--- config.mk ---
export PLATFORM = sky130hd
export DESIGN_NAME = vsg_ctrl
export DESIGN_NICKNAME = d
export VERILOG_FILES = /design/src/rtl/vsg_pkg.sv /design/src/rtl/vsg_drive.sv /design/src/rtl/vsg_ctrl.sv
export VERILOG_INCLUDE_DIRS = /design/src /design/src/rtl
export SDC_FILE = /design/constraint.sdc
export NUM_CORES = 1
export LEC_CHECK = 0
export BUFFER_PORTS_ARGS = -buffer_cell sky130_fd_sc_hd__buf_2
export CORE_MARGIN = 2
export CORE_UTILIZATION = 35
export DETAILED_ROUTE_END_ITERATION = 16
export PLACE_DENSITY = 0.53
export SLEW_MARGIN = 20
export SYNTH_ARGS = -nofsm -noshare
export SYNTH_HDL_FRONTEND = slang
export SYNTH_HIERARCHICAL = 1
export SYNTH_SLANG_ARGS = --single-unit
--- constraint.sdc ---
create_clock -name sys_clk -period 5.95 [get_ports sys_clk]
set_input_delay 0.8925 -clock sys_clk [delete_from_list [all_inputs] [get_ports sys_clk]]
set_output_delay 0.8925 -clock sys_clk [all_outputs]
set_load 0.05 [all_outputs]
--- src/rtl/vsg_map.svh ---
`ifndef VSG_MAP_SVH
`define VSG_MAP_SVH

// ----------------------------------------------------------------------------
// register indices on the host load port
// ----------------------------------------------------------------------------
`define VSG_ADDR_STATUS    3'h0
`define VSG_ADDR_H_TOTAL   3'h1
`define VSG_ADDR_H_START   3'h2
`define VSG_ADDR_H_END     3'h3
`define VSG_ADDR_V_TOTAL   3'h4
`define VSG_ADDR_V_START   3'h5
`define VSG_ADDR_V_END     3'h6

// ----------------------------------------------------------------------------
// field positions
// ----------------------------------------------------------------------------
`define VSG_CEN_BIT        10

// ----------------------------------------------------------------------------
// default values loaded by a clear pulse
// ----------------------------------------------------------------------------
`define VSG_RST_STATUS     12'h000
`define VSG_RST_H_TOTAL    12'h1FF
`define VSG_RST_H_START    12'h010
`define VSG_RST_H_END      12'h040
`define VSG_RST_V_TOTAL    12'h105
`define VSG_RST_V_START    12'h003
`define VSG_RST_V_END      12'h006

`endif

--- src/rtl/vsg_pkg.sv ---
package vsg_pkg;

    // ------------------------------------------------------------------------
    // types
    // ------------------------------------------------------------------------
    typedef struct packed {
        logic [11:0] total;
        logic [11:0] drv_start;
        logic [11:0] drv_end;
    } vsg_axis_t;

    typedef struct packed {
        logic [2:0]  addr;
        logic [11:0] data;
    } vsg_wr_t;

    typedef enum logic [0:0] {
        VSG_ST_FIRST = 1'b0,
        VSG_ST_RUN   = 1'b1
    } vsg_mode_t;

endpackage : vsg_pkg

--- src/rtl/vsg_drive.sv ---
module vsg_drive #(
    parameter int CNT_W = 12
) (
    input  wire logic             sys_clk,
    input  wire logic             arst_n,
    input  wire logic             run,
    input  wire logic             first,
    input  wire logic [CNT_W-1:0] count,
    input  wire logic [CNT_W-1:0] drv_start,
    input  wire logic [CNT_W-1:0] drv_end,
    output logic                  drive
);

    logic drive_ff;
    logic nxt_drive;

    // ------------------------------------------------------------------------
    // drive window
    // ------------------------------------------------------------------------
    always_comb begin
        if (first) begin
            nxt_drive = (count < drv_end);
        end else begin
            nxt_drive = (count >= drv_start) && (count < drv_end);
        end
    end

    always_ff @(posedge sys_clk or negedge arst_n) begin
        if (!arst_n) begin
            drive_ff <= 1'b0;
        end else if (run) begin
            drive_ff <= nxt_drive;
        end
    end

    assign drive = drive_ff;

    first_start_a: assert property (@(posedge sys_clk) disable iff (!arst_n)
        run && first && count == '0 && drv_end != '0 |=> drive)
        else $error("drive not started at first clock after restart");

    first_end_a: assert property (@(posedge sys_clk) disable iff (!arst_n)
        run && first && count >= drv_end |=> !drive)
        else $error("drive not ended at programmed end in first frame");

    normal_start_a: assert property (@(posedge sys_clk) disable iff (!arst_n)
        run && !first && count < drv_start |=> !drive)
        else $error("drive active before programmed start");

endmodule : vsg_drive

--- src/rtl/vsg_ctrl.sv ---
`include "vsg_map.svh"
// Operation
// - clock-enable bit defaults to zero on load
// - clear loads defaults, disabled clock halts timing
// - restart keeps programmed timing registers
// - first frame drives start at first clock
// - first frame drives end as programmed
// - later frames use programmed start and end
// - lowered total lets counter run to wrap
// - restart restarts all counters from zero
module vsg_ctrl #(
    parameter int         CNT_W       = 12,
    parameter logic [0:0] CEN_DEFAULT = 1'b0
) (
    input  wire logic              sys_clk,
    input  wire logic              arst_n,
    input  wire logic              clear,
    input  wire logic              restart,
    input  wire logic              wr_en,
    input  wire vsg_pkg::vsg_wr_t  wr,
    output logic                   h_drive,
    output logic                   v_drive,
    output logic [CNT_W-1:0]       h_count,
    output logic [CNT_W-1:0]       v_count,
    output logic [11:0]            status,
    output logic                   first_frame
);

    // ------------------------------------------------------------------------
    // elaboration check
    // ------------------------------------------------------------------------
    if (CNT_W != 12) begin : g_bad_width
        $error("vsg_ctrl: counters must match the 12-bit timing registers");
    end

    localparam logic [CNT_W-1:0] CNT_MAX = '1;

    // ------------------------------------------------------------------------
    // state
    // ------------------------------------------------------------------------
    logic [11:0]        status_ff;
    vsg_pkg::vsg_axis_t h_cfg_ff;
    vsg_pkg::vsg_axis_t v_cfg_ff;
    logic [CNT_W-1:0]   h_cnt_ff;
    logic [CNT_W-1:0]   v_cnt_ff;
    logic [CNT_W-1:0]   nxt_h_cnt;
    logic [CNT_W-1:0]   nxt_v_cnt;
    vsg_pkg::vsg_mode_t mode_ff;
    logic               cen;
    logic               h_wrap;
    logic               v_wrap;
    logic               run;

    assign cen = status_ff[`VSG_CEN_BIT];
    // restart and clear themselves steer the counters, not the drives
    assign run = cen && !clear && !restart;

    // ------------------------------------------------------------------------
    // register loads
    // ------------------------------------------------------------------------
    // a restart touches no register, so it is absent here
    always_ff @(posedge sys_clk or negedge arst_n) begin
        if (!arst_n) begin
            status_ff          <= `VSG_RST_STATUS;
            h_cfg_ff.total     <= `VSG_RST_H_TOTAL;
            h_cfg_ff.drv_start <= `VSG_RST_H_START;
            h_cfg_ff.drv_end   <= `VSG_RST_H_END;
            v_cfg_ff.total     <= `VSG_RST_V_TOTAL;
            v_cfg_ff.drv_start <= `VSG_RST_V_START;
            v_cfg_ff.drv_end   <= `VSG_RST_V_END;
        end else if (clear) begin
            status_ff                <= `VSG_RST_STATUS;
            status_ff[`VSG_CEN_BIT]  <= CEN_DEFAULT;
            h_cfg_ff.total           <= `VSG_RST_H_TOTAL;
            h_cfg_ff.drv_start       <= `VSG_RST_H_START;
            h_cfg_ff.drv_end         <= `VSG_RST_H_END;
            v_cfg_ff.total           <= `VSG_RST_V_TOTAL;
            v_cfg_ff.drv_start       <= `VSG_RST_V_START;
            v_cfg_ff.drv_end         <= `VSG_RST_V_END;
        end else if (wr_en) begin
            case (wr.addr)
                `VSG_ADDR_STATUS:  status_ff          <= wr.data;
                `VSG_ADDR_H_TOTAL: h_cfg_ff.total     <= wr.data;
                `VSG_ADDR_H_START: h_cfg_ff.drv_start <= wr.data;
                `VSG_ADDR_H_END:   h_cfg_ff.drv_end   <= wr.data;
                `VSG_ADDR_V_TOTAL: v_cfg_ff.total     <= wr.data;
                `VSG_ADDR_V_START: v_cfg_ff.drv_start <= wr.data;
                `VSG_ADDR_V_END:   v_cfg_ff.drv_end   <= wr.data;
                default:           status_ff          <= status_ff;
            endcase
        end
    end

    // ------------------------------------------------------------------------
    // counters
    // ------------------------------------------------------------------------
    // a count already past a lowered total only wraps to zero at the natural rollover
    assign h_wrap = (h_cnt_ff == h_cfg_ff.total) || (h_cnt_ff == CNT_MAX);
    assign v_wrap = (v_cnt_ff == v_cfg_ff.total) || (v_cnt_ff == CNT_MAX);

    always_comb begin
        nxt_h_cnt = h_wrap ? '0 : h_cnt_ff + CNT_W'(1);
        nxt_v_cnt = v_cnt_ff;
        if (h_wrap) begin
            nxt_v_cnt = v_wrap ? '0 : v_cnt_ff + CNT_W'(1);
        end
    end

    always_ff @(posedge sys_clk or negedge arst_n) begin
        if (!arst_n) begin
            h_cnt_ff <= '0;
            v_cnt_ff <= '0;
        end else if (clear || restart) begin
            h_cnt_ff <= '0;
            v_cnt_ff <= '0;
        end else if (cen) begin
            h_cnt_ff <= nxt_h_cnt;
            v_cnt_ff <= nxt_v_cnt;
        end
    end

    // ------------------------------------------------------------------------
    // first-frame tracking
    // ------------------------------------------------------------------------
    always_ff @(posedge sys_clk or negedge arst_n) begin
        if (!arst_n) begin
            mode_ff <= vsg_pkg::VSG_ST_RUN;
        end else begin
            case (mode_ff)
                vsg_pkg::VSG_ST_FIRST: begin
                    if (clear) begin
                        mode_ff <= vsg_pkg::VSG_ST_RUN;
                    end else if (restart) begin
                        mode_ff <= vsg_pkg::VSG_ST_FIRST;
                    end else if (cen && h_wrap && v_wrap) begin
                        mode_ff <= vsg_pkg::VSG_ST_RUN;
                    end
                end
                vsg_pkg::VSG_ST_RUN: begin
                    if (restart && !clear) begin
                        mode_ff <= vsg_pkg::VSG_ST_FIRST;
                    end
                end
                default: mode_ff <= vsg_pkg::VSG_ST_RUN;
            endcase
        end
    end

    // ------------------------------------------------------------------------
    // drive generators
    // ------------------------------------------------------------------------
    vsg_drive #(
        .CNT_W     (CNT_W)
    ) u_h_drive (
        .sys_clk   (sys_clk),
        .arst_n    (arst_n),
        .run       (run),
        .first     (mode_ff == vsg_pkg::VSG_ST_FIRST),
        .count     (h_cnt_ff),
        .drv_start (h_cfg_ff.drv_start),
        .drv_end   (h_cfg_ff.drv_end),
        .drive     (h_drive)
    );

    vsg_drive #(
        .CNT_W     (CNT_W)
    ) u_v_drive (
        .sys_clk   (sys_clk),
        .arst_n    (arst_n),
        .run       (run),
        .first     (mode_ff == vsg_pkg::VSG_ST_FIRST),
        .count     (v_cnt_ff),
        .drv_start (v_cfg_ff.drv_start),
        .drv_end   (v_cfg_ff.drv_end),
        .drive     (v_drive)
    );

    assign h_count     = h_cnt_ff;
    assign v_count     = v_cnt_ff;
    assign status      = status_ff;
    assign first_frame = (mode_ff == vsg_pkg::VSG_ST_FIRST);

    // ------------------------------------------------------------------------
    // checks
    // ------------------------------------------------------------------------
    clear_default_a: assert property (@(posedge sys_clk) disable iff (!arst_n)
        clear |=> status_ff[`VSG_CEN_BIT] == CEN_DEFAULT && h_cfg_ff.total == `VSG_RST_H_TOTAL)
        else $error("clear did not load default values");

    clear_halt_a: assert property (@(posedge sys_clk) disable iff (!arst_n)
        clear ##1 (!cen && !restart && !wr_en)[*2] |-> h_cnt_ff == '0 && v_cnt_ff == '0)
        else $error("timing advanced after clear with clock disabled");

    restart_keep_a: assert property (@(posedge sys_clk) disable iff (!arst_n)
        restart && !clear && !wr_en |=> $stable(h_cfg_ff) && $stable(v_cfg_ff)
            && $stable(status_ff))
        else $error("restart altered a timing register");

    counter_overrun_a: assert property (@(posedge sys_clk) disable iff (!arst_n)
        run && h_cnt_ff > h_cfg_ff.total && h_cnt_ff != CNT_MAX
            |=> h_cnt_ff == $past(h_cnt_ff) + CNT_W'(1))
        else $error("overrun counter did not keep counting");

    restart_zero_a: assert property (@(posedge sys_clk) disable iff (!arst_n)
        restart && !clear |=> h_cnt_ff == '0 && v_cnt_ff == '0 && first_frame)
        else $error("restart did not restart counters");

    halt_hold_a: assert property (@(posedge sys_clk) disable iff (!arst_n)
        !cen && !clear && !restart |=> $stable(h_cnt_ff) && $stable(v_cnt_ff)
            && $stable(h_drive) && $stable(v_drive))
        else $error("timing moved while clock disabled");

    first_leave_a: assert property (@(posedge sys_clk) disable iff (!arst_n)
        first_frame && run && h_wrap && v_wrap |=> !first_frame)
        else $error("first frame did not end at frame completion");

endmodule : vsg_ctrl

======== Word-level counts from Yosys, hierarchy flattened ========
Index checks and enable logic that the tools add are counted.
word-level totals
  flip-flop bits (word level) ............. 111
  input port bits ......................... 20
cells by class
  add/sub/neg operators ................... 2
  order comparisons ....................... 4
  equal/unequal tests ..................... 10
  muxes and demuxes ....................... 27
  bitwise logic cells ..................... 1
  reductions and logical operators ........ 31
operators with widths
  operator                                                                count
  12-bit two-way mux                                                      16
  36-bit two-way mux                                                      4
  12-bit by 1-bit adder with 12-bit output (second input constant)        2
  12-bit equality test                                                    2
  12-bit equality test (second input constant)                            2
  12-bit greater-or-equal comparator                                      2
  12-bit less-than comparator                                             2
  2-bit nonzero test                                                      10
  2-bit AND reduction                                                     8
  3-bit equality test (second input constant)                             3
  1-bit logical AND                                                       7
  3-bit by 2-bit equality test with 1-bit output (second input constant)  2
  1-bit two-way mux                                                       6
  3-bit by 1-bit equality test with 1-bit output (second input constant)  1
  3-bit zero test                                                         1
  1-bit logical OR                                                        3
  1-bit zero test                                                         2
  1-bit case mux with 2 select lines                                      1
  1-bit NOT                                                               1

======== Longest topological paths before layout ========
  word-level depth ........................ 8
  mapped depth ............................ 8
  depth with buffers taken out ............ 7

======== Modules after synthesis ========
Netlist, hierarchy kept.
by module, submodules not included
  module     instances  cells an instance  area an instance (µm²)  sequential area each (µm²)
  vsg_ctrl   1          553                5033.6                  2751.4
  vsg_drive  2          81                 616.8                   25.0

======== Worst setup path after synthesis ========
Ideal clock, no wire load.
  path kind ............................... input-to-reg
  start point ............................. in clear
  end point ............................... reg v_cnt_ff[10], in the netlist v_count[10]
  arrival ................................. 2.260 ns
  setup slack ............................. 3.607 ns
  stages on the path ...................... 7
  path buffers ............................ 3
  cells stage by stage .................... clkbuf_1 -> or2_1 -> clkbuf_1 -> or3_1 -> buf_2 -> or4_1 -> o21ai_0
on the way
  word-level cells in the longest chain between the ends .. 3
  elaborated cells between the ends (all ways) .. 5
  classes of those cells .................. mux: 1; reduce/logical: 4
RTL lines
  item                           line             text
  start: declaration             vsg_ctrl.sv:17   input wire logic clear,
  1-bit logical OR (*)           vsg_ctrl.sv:113  end else if (clear || restart) begin
  2-bit nonzero test (no line)   --
  2-bit AND reduction (no line)  --
  end signal: assignment         vsg_ctrl.sv:118  v_cnt_ff <= nxt_v_cnt;
  end: declaration               vsg_ctrl.sv:45   logic [CNT_W-1:0] v_cnt_ff;
Every way passes the cells marked *; elsewhere a longest branch is shown, timed or not.
A chain may end at the register's enable or synchronous reset.

======== Worst setup path after layout ========
  start point ............................. in clear
  end point ............................... reg u_v_drive.drive_ff, in the netlist u_v_drive/drive
on the way
  word-level cells in the longest chain between the ends .. 3
RTL lines
  item                            line             text
  1-bit zero test                 vsg_ctrl.sv:56   assign run = cen && !clear && !restart;
  1-bit logical AND (2 in a row)  vsg_ctrl.sv:56
  named net run                   vsg_ctrl.sv:52   logic run;
  end signal: assignment          vsg_drive.sv:32  drive_ff <= nxt_drive;
  end: declaration                vsg_drive.sv:14  logic drive_ff;
The timed path passes the listed nets, and every way through them passes these cells.

==> impl_metrics.csv <==
group,metric,value,unit
sta,setup_tns,0,ns
worst_setup_path,regToRegEndpoint,"v_count[9]",
min_path,min_path_type,"reg -> reg",
power,leakage,3.17,nW
sta,setup_slack,3.16,ns
worst_setup_path,reg2reg_depth,6,
flow_run,drv_cap,0,
sta,timing.fmax,359,MHz
routing,drtAntennaViolNets,0,
sta,setup_violations,0,
worst_setup_path,cp.arrival,3.03,ns
sta,drv_slew,0,
logic_synthesis,ys_warn_count,6,
status,status,"finished, final reports clean",
clock_tree,cts_setup_buffers,0,
layout,layout_common_cells,"nand2_1, dfrtp_1, a21oi_1, buf_2, inv_1",
power,powerDensity,218,nW/µm²
sta,finalHoldViolCount,0,
min_path,whs_endpoint,"v_cfg_ff[32]",
die,initial_core_util,36.0,%
die,ios,59,
grt,grt_pass1_wl,28600,µm
worst_setup_path,required,6.19,ns
clock_tree,numCtsBuffers,9,
worst_setup_path,cp_num_buf_inv,2,
clock_tree,cts_root_buffer,"clkbuf_16",
grt,grt_pass1_vias,5107,
clock_tree,htreeDepth,3,
die,dieArea,19000,µm²
routing,wirelength,17900,µm
worst_setup_path,slowest_stage,"nor2_1",
layout,syn_to_final_growth,12.7,%
sta,rsz0062_at_grt,"no",
worst_setup_path,crit_type,"in -> reg",
routing,vias,5116,
worst_setup_path,worstSetupEndpointType,"flop",
routing,detail_route.first_pass.iterations,5,
sta,fin_crit_sh,46.8,%
place,port-buffer-count,58,
worst_setup_path,cp_slowest_stage_delay,0.42,ns
layout,diodes,0,
logic_synthesis,netlist_instances,715,
min_path,hold_path_depth,2,
die,die_y,138,µm
layout,drive_above_1_share,14.3,%
logic_synthesis,synth_seq_cells,111,
logic_synthesis,syn-mean-instance-area,8.77,µm²
power,ir_drop,0.000142,V
worst_setup_path,r2r_slack,3.40,ns
logic_synthesis,yosysSeqAreaShare,44.7,%
clock_tree,clk_pin_slew,0.08,ns
sta,relSlewSlack,31.9,%
logic_synthesis,synth.net_count,783,
layout,fillers,1779,
worst_setup_path,crit_cells,8,
worst_setup_path,cp_max_fo,69,
logic_synthesis,syn_area,6270,µm²
layout,finalNetCount,826,
min_path,min_from,"v_cfg_ff[32]",
routing,via_per_inst,5.18,
logic_synthesis,synth-edff-count,0,
worst_setup_path,path_cells,"buf_2, buf_4, or2_1, nor2_1, nor2b_1, a2111oi_0, nor3b_2, nor3_2",
place,dp_slack,2.56,ns
layout,final_common_cell,"nand2_1",
worst_setup_path,rr_startpoint,"h_count[0]",
clock_tree,cts_tree,"built",
logic_synthesis,synth_ff_type,"dfrtp_1",
sta,fin_skew,0.00843,ns
clock_tree,cts_sinks,111,
worst_setup_path,cp_top_family,"simple AND/OR/NAND/NOR gates",
routing,drc,0,
routing,first_iter_violations,366,
clock_tree,clkLatencyLatePin,0.36,ns
sta,hold_slack,0.492,ns
routing,wl_per_cell,18.1,µm
grt,gr-usage-all-layers,20.0,%
die,coreArea,17400,µm²
clock_tree,clk_path_buf_depth,2,
sta,period_minus_slack,2.79,ns
clock_tree,cts_resized,0,
grt,grt_max_degree,70,
grt,antenna_found_initial,0,
sta,tightest_slew,1.02,ns
die,chipWidth,138,µm
logic_synthesis,ys_types,48,
logic_synthesis,async_flop_share,100,%
grt,grt_remaining_overflow,0,
place,hpwl,12500,µm
clock_tree,hold_buffers,0,
worst_setup_path,cp-start-kind,"primary input",
place,place_congestion,0.821,
die,row_count,48,
==> state kept, by name (all words and copies together), names as in the netlist <==
signal and cells:
v_count 12, h_cfg_ff 36, h_count 12, u_v_drive/drive 1, status 12, mode_ff 1, v_cfg_ff 36, u_h_drive/drive 1
==> Yosys cell counts, types with 2 or more instances <==
| cell | number | area, µm² |
|---|---|---|
| inv_1 | 52 | 195 |
| mux2i_1 | 13 | 130 |
| o31a_1 | 2 | 17.5 |
| nor3_2 | 3 | 30.0 |
| buf_2 | 4 | 20.0 |
| nand4_1 | 18 | 113 |
| nor2b_1 | 8 | 50.1 |
| nand2b_1 | 8 | 50.1 |
| buf_1 | 2 | 7.51 |
| nand3_1 | 23 | 115 |
| dfrtp_1 | 92 | 2300 |
| xor2_1 | 18 | 158 |
| nor4_1 | 3 | 18.8 |
| o21a_1 | 3 | 22.5 |
| nor3_1 | 6 | 30.0 |
| a211oi_1 | 2 | 15.0 |
| o2bb2a_1 | 3 | 30.0 |
| a211o_1 | 2 | 17.5 |
| a2111oi_0 | 4 | 35.0 |
| and2_1 | 2 | 12.5 |
| a21o_1 | 10 | 75.1 |
| or3_1 | 2 | 12.5 |
| and4_1 | 2 | 17.5 |
| and3_1 | 4 | 25.0 |
| nand2_1 | 174 | 653 |
| a31oi_1 | 4 | 25.0 |
| nor2_1 | 39 | 146 |
| ha_1 | 48 | 601 |
| dfstp_2 | 19 | 499 |
| nor3b_2 | 2 | 25.0 |
| clkbuf_1 | 23 | 86.3 |
| a21oi_1 | 73 | 365 |
| o31ai_1 | 4 | 30.0 |
| a22o_1 | 4 | 35.0 |
| xnor2_1 | 17 | 149 |
| nor4_2 | 2 | 25.0 |
| o21ai_0 | 9 | 45.0 |
==> cell type report <==
cell class              instances  area, µm²  share of cell area, %
multi-input cells             522       3160                   44.8
flip-flops and latches        111       2800                   39.7
repair buffers                 62        323                   4.57
well taps                     225        282                   3.99
clock buffers                   9        225                   3.19
inverters                      52        195                   2.76
clock inverters                 7       72.6                   1.03
==> how the worst max path moves through the flow <==
| stage | start | endpoint | slack, ns |
|---|---|---|---|
| after floorplan | clear | v_count[10] | 3.61 |
| after global placement | clear | v_count[3] | 2.71 |
| after detailed placement | clear | v_count[3] | 2.56 |
| after CTS | clear | v_count[3] | 2.94 |
| after global routing | clear | u_h_drive/drive | 3.00 |
| final | clear | u_v_drive/drive | 3.16 |
==> logic make-up after synthesis <==
family | Yosys count | share of synthesized area, %
AND/OR/NAND/NOR | 303 | 21.9
adder cells (fa/ha/maj) | 48 | 9.58
AO/OA/AOI/OAI | 123 | 11.8
flip-flops | 111 | 44.7
buffers and inverters | 82 | 5.01
XOR/XNOR | 35 | 4.89
multiplexers | 13 | 2.08
==> worst reg2reg max path, stage by stage (launching register included) <==
cell and delay, ns:
dfrtp_1 0.53, xor2_1 0.22, nor4_1 0.42, nand4_1 0.26, nand3b_1 0.51, nand2_1 0.21, o31ai_1 0.31
==> power breakdown <==
group,switching (mW),total (mW),internal [mW]
sequential,0.0102,0.781,0.771
combinational,0.0971,0.132,0.0352
clock,0.296,0.624,0.328
total,0.403,1.54,1.13
==> per-layer routing <==
metal,GRT usage [%],vias up,part of all wire (%)
met5,0,-,0
met4,5.22,0,1.2
met3,2.13,15,4.8
met2,32.6,109,47
met1,28.4,2501,47
li1,-,2491,-
==> through the flow <==
| stage | std cells | utilization [%] | instance area, µm² | total power, mW |
|---|---|---|---|---|
| 2_1_floorplan | 715 | - | 6270 | 0.866 |
| 3_3_place_gp | 972 | 38.8 | 6760 | 0.926 |
| 3_5_place_dp | 972 | 38.8 | 6760 | 0.929 |
| 4_1_cts | 988 | 40.5 | 7060 | 1.56 |
| 5_1_grt | 988 | 40.5 | 7060 | 1.60 |
| 6_report | 988 | 40.5 | 7060 | 1.54 |
(Power assumes the default switching activity.)
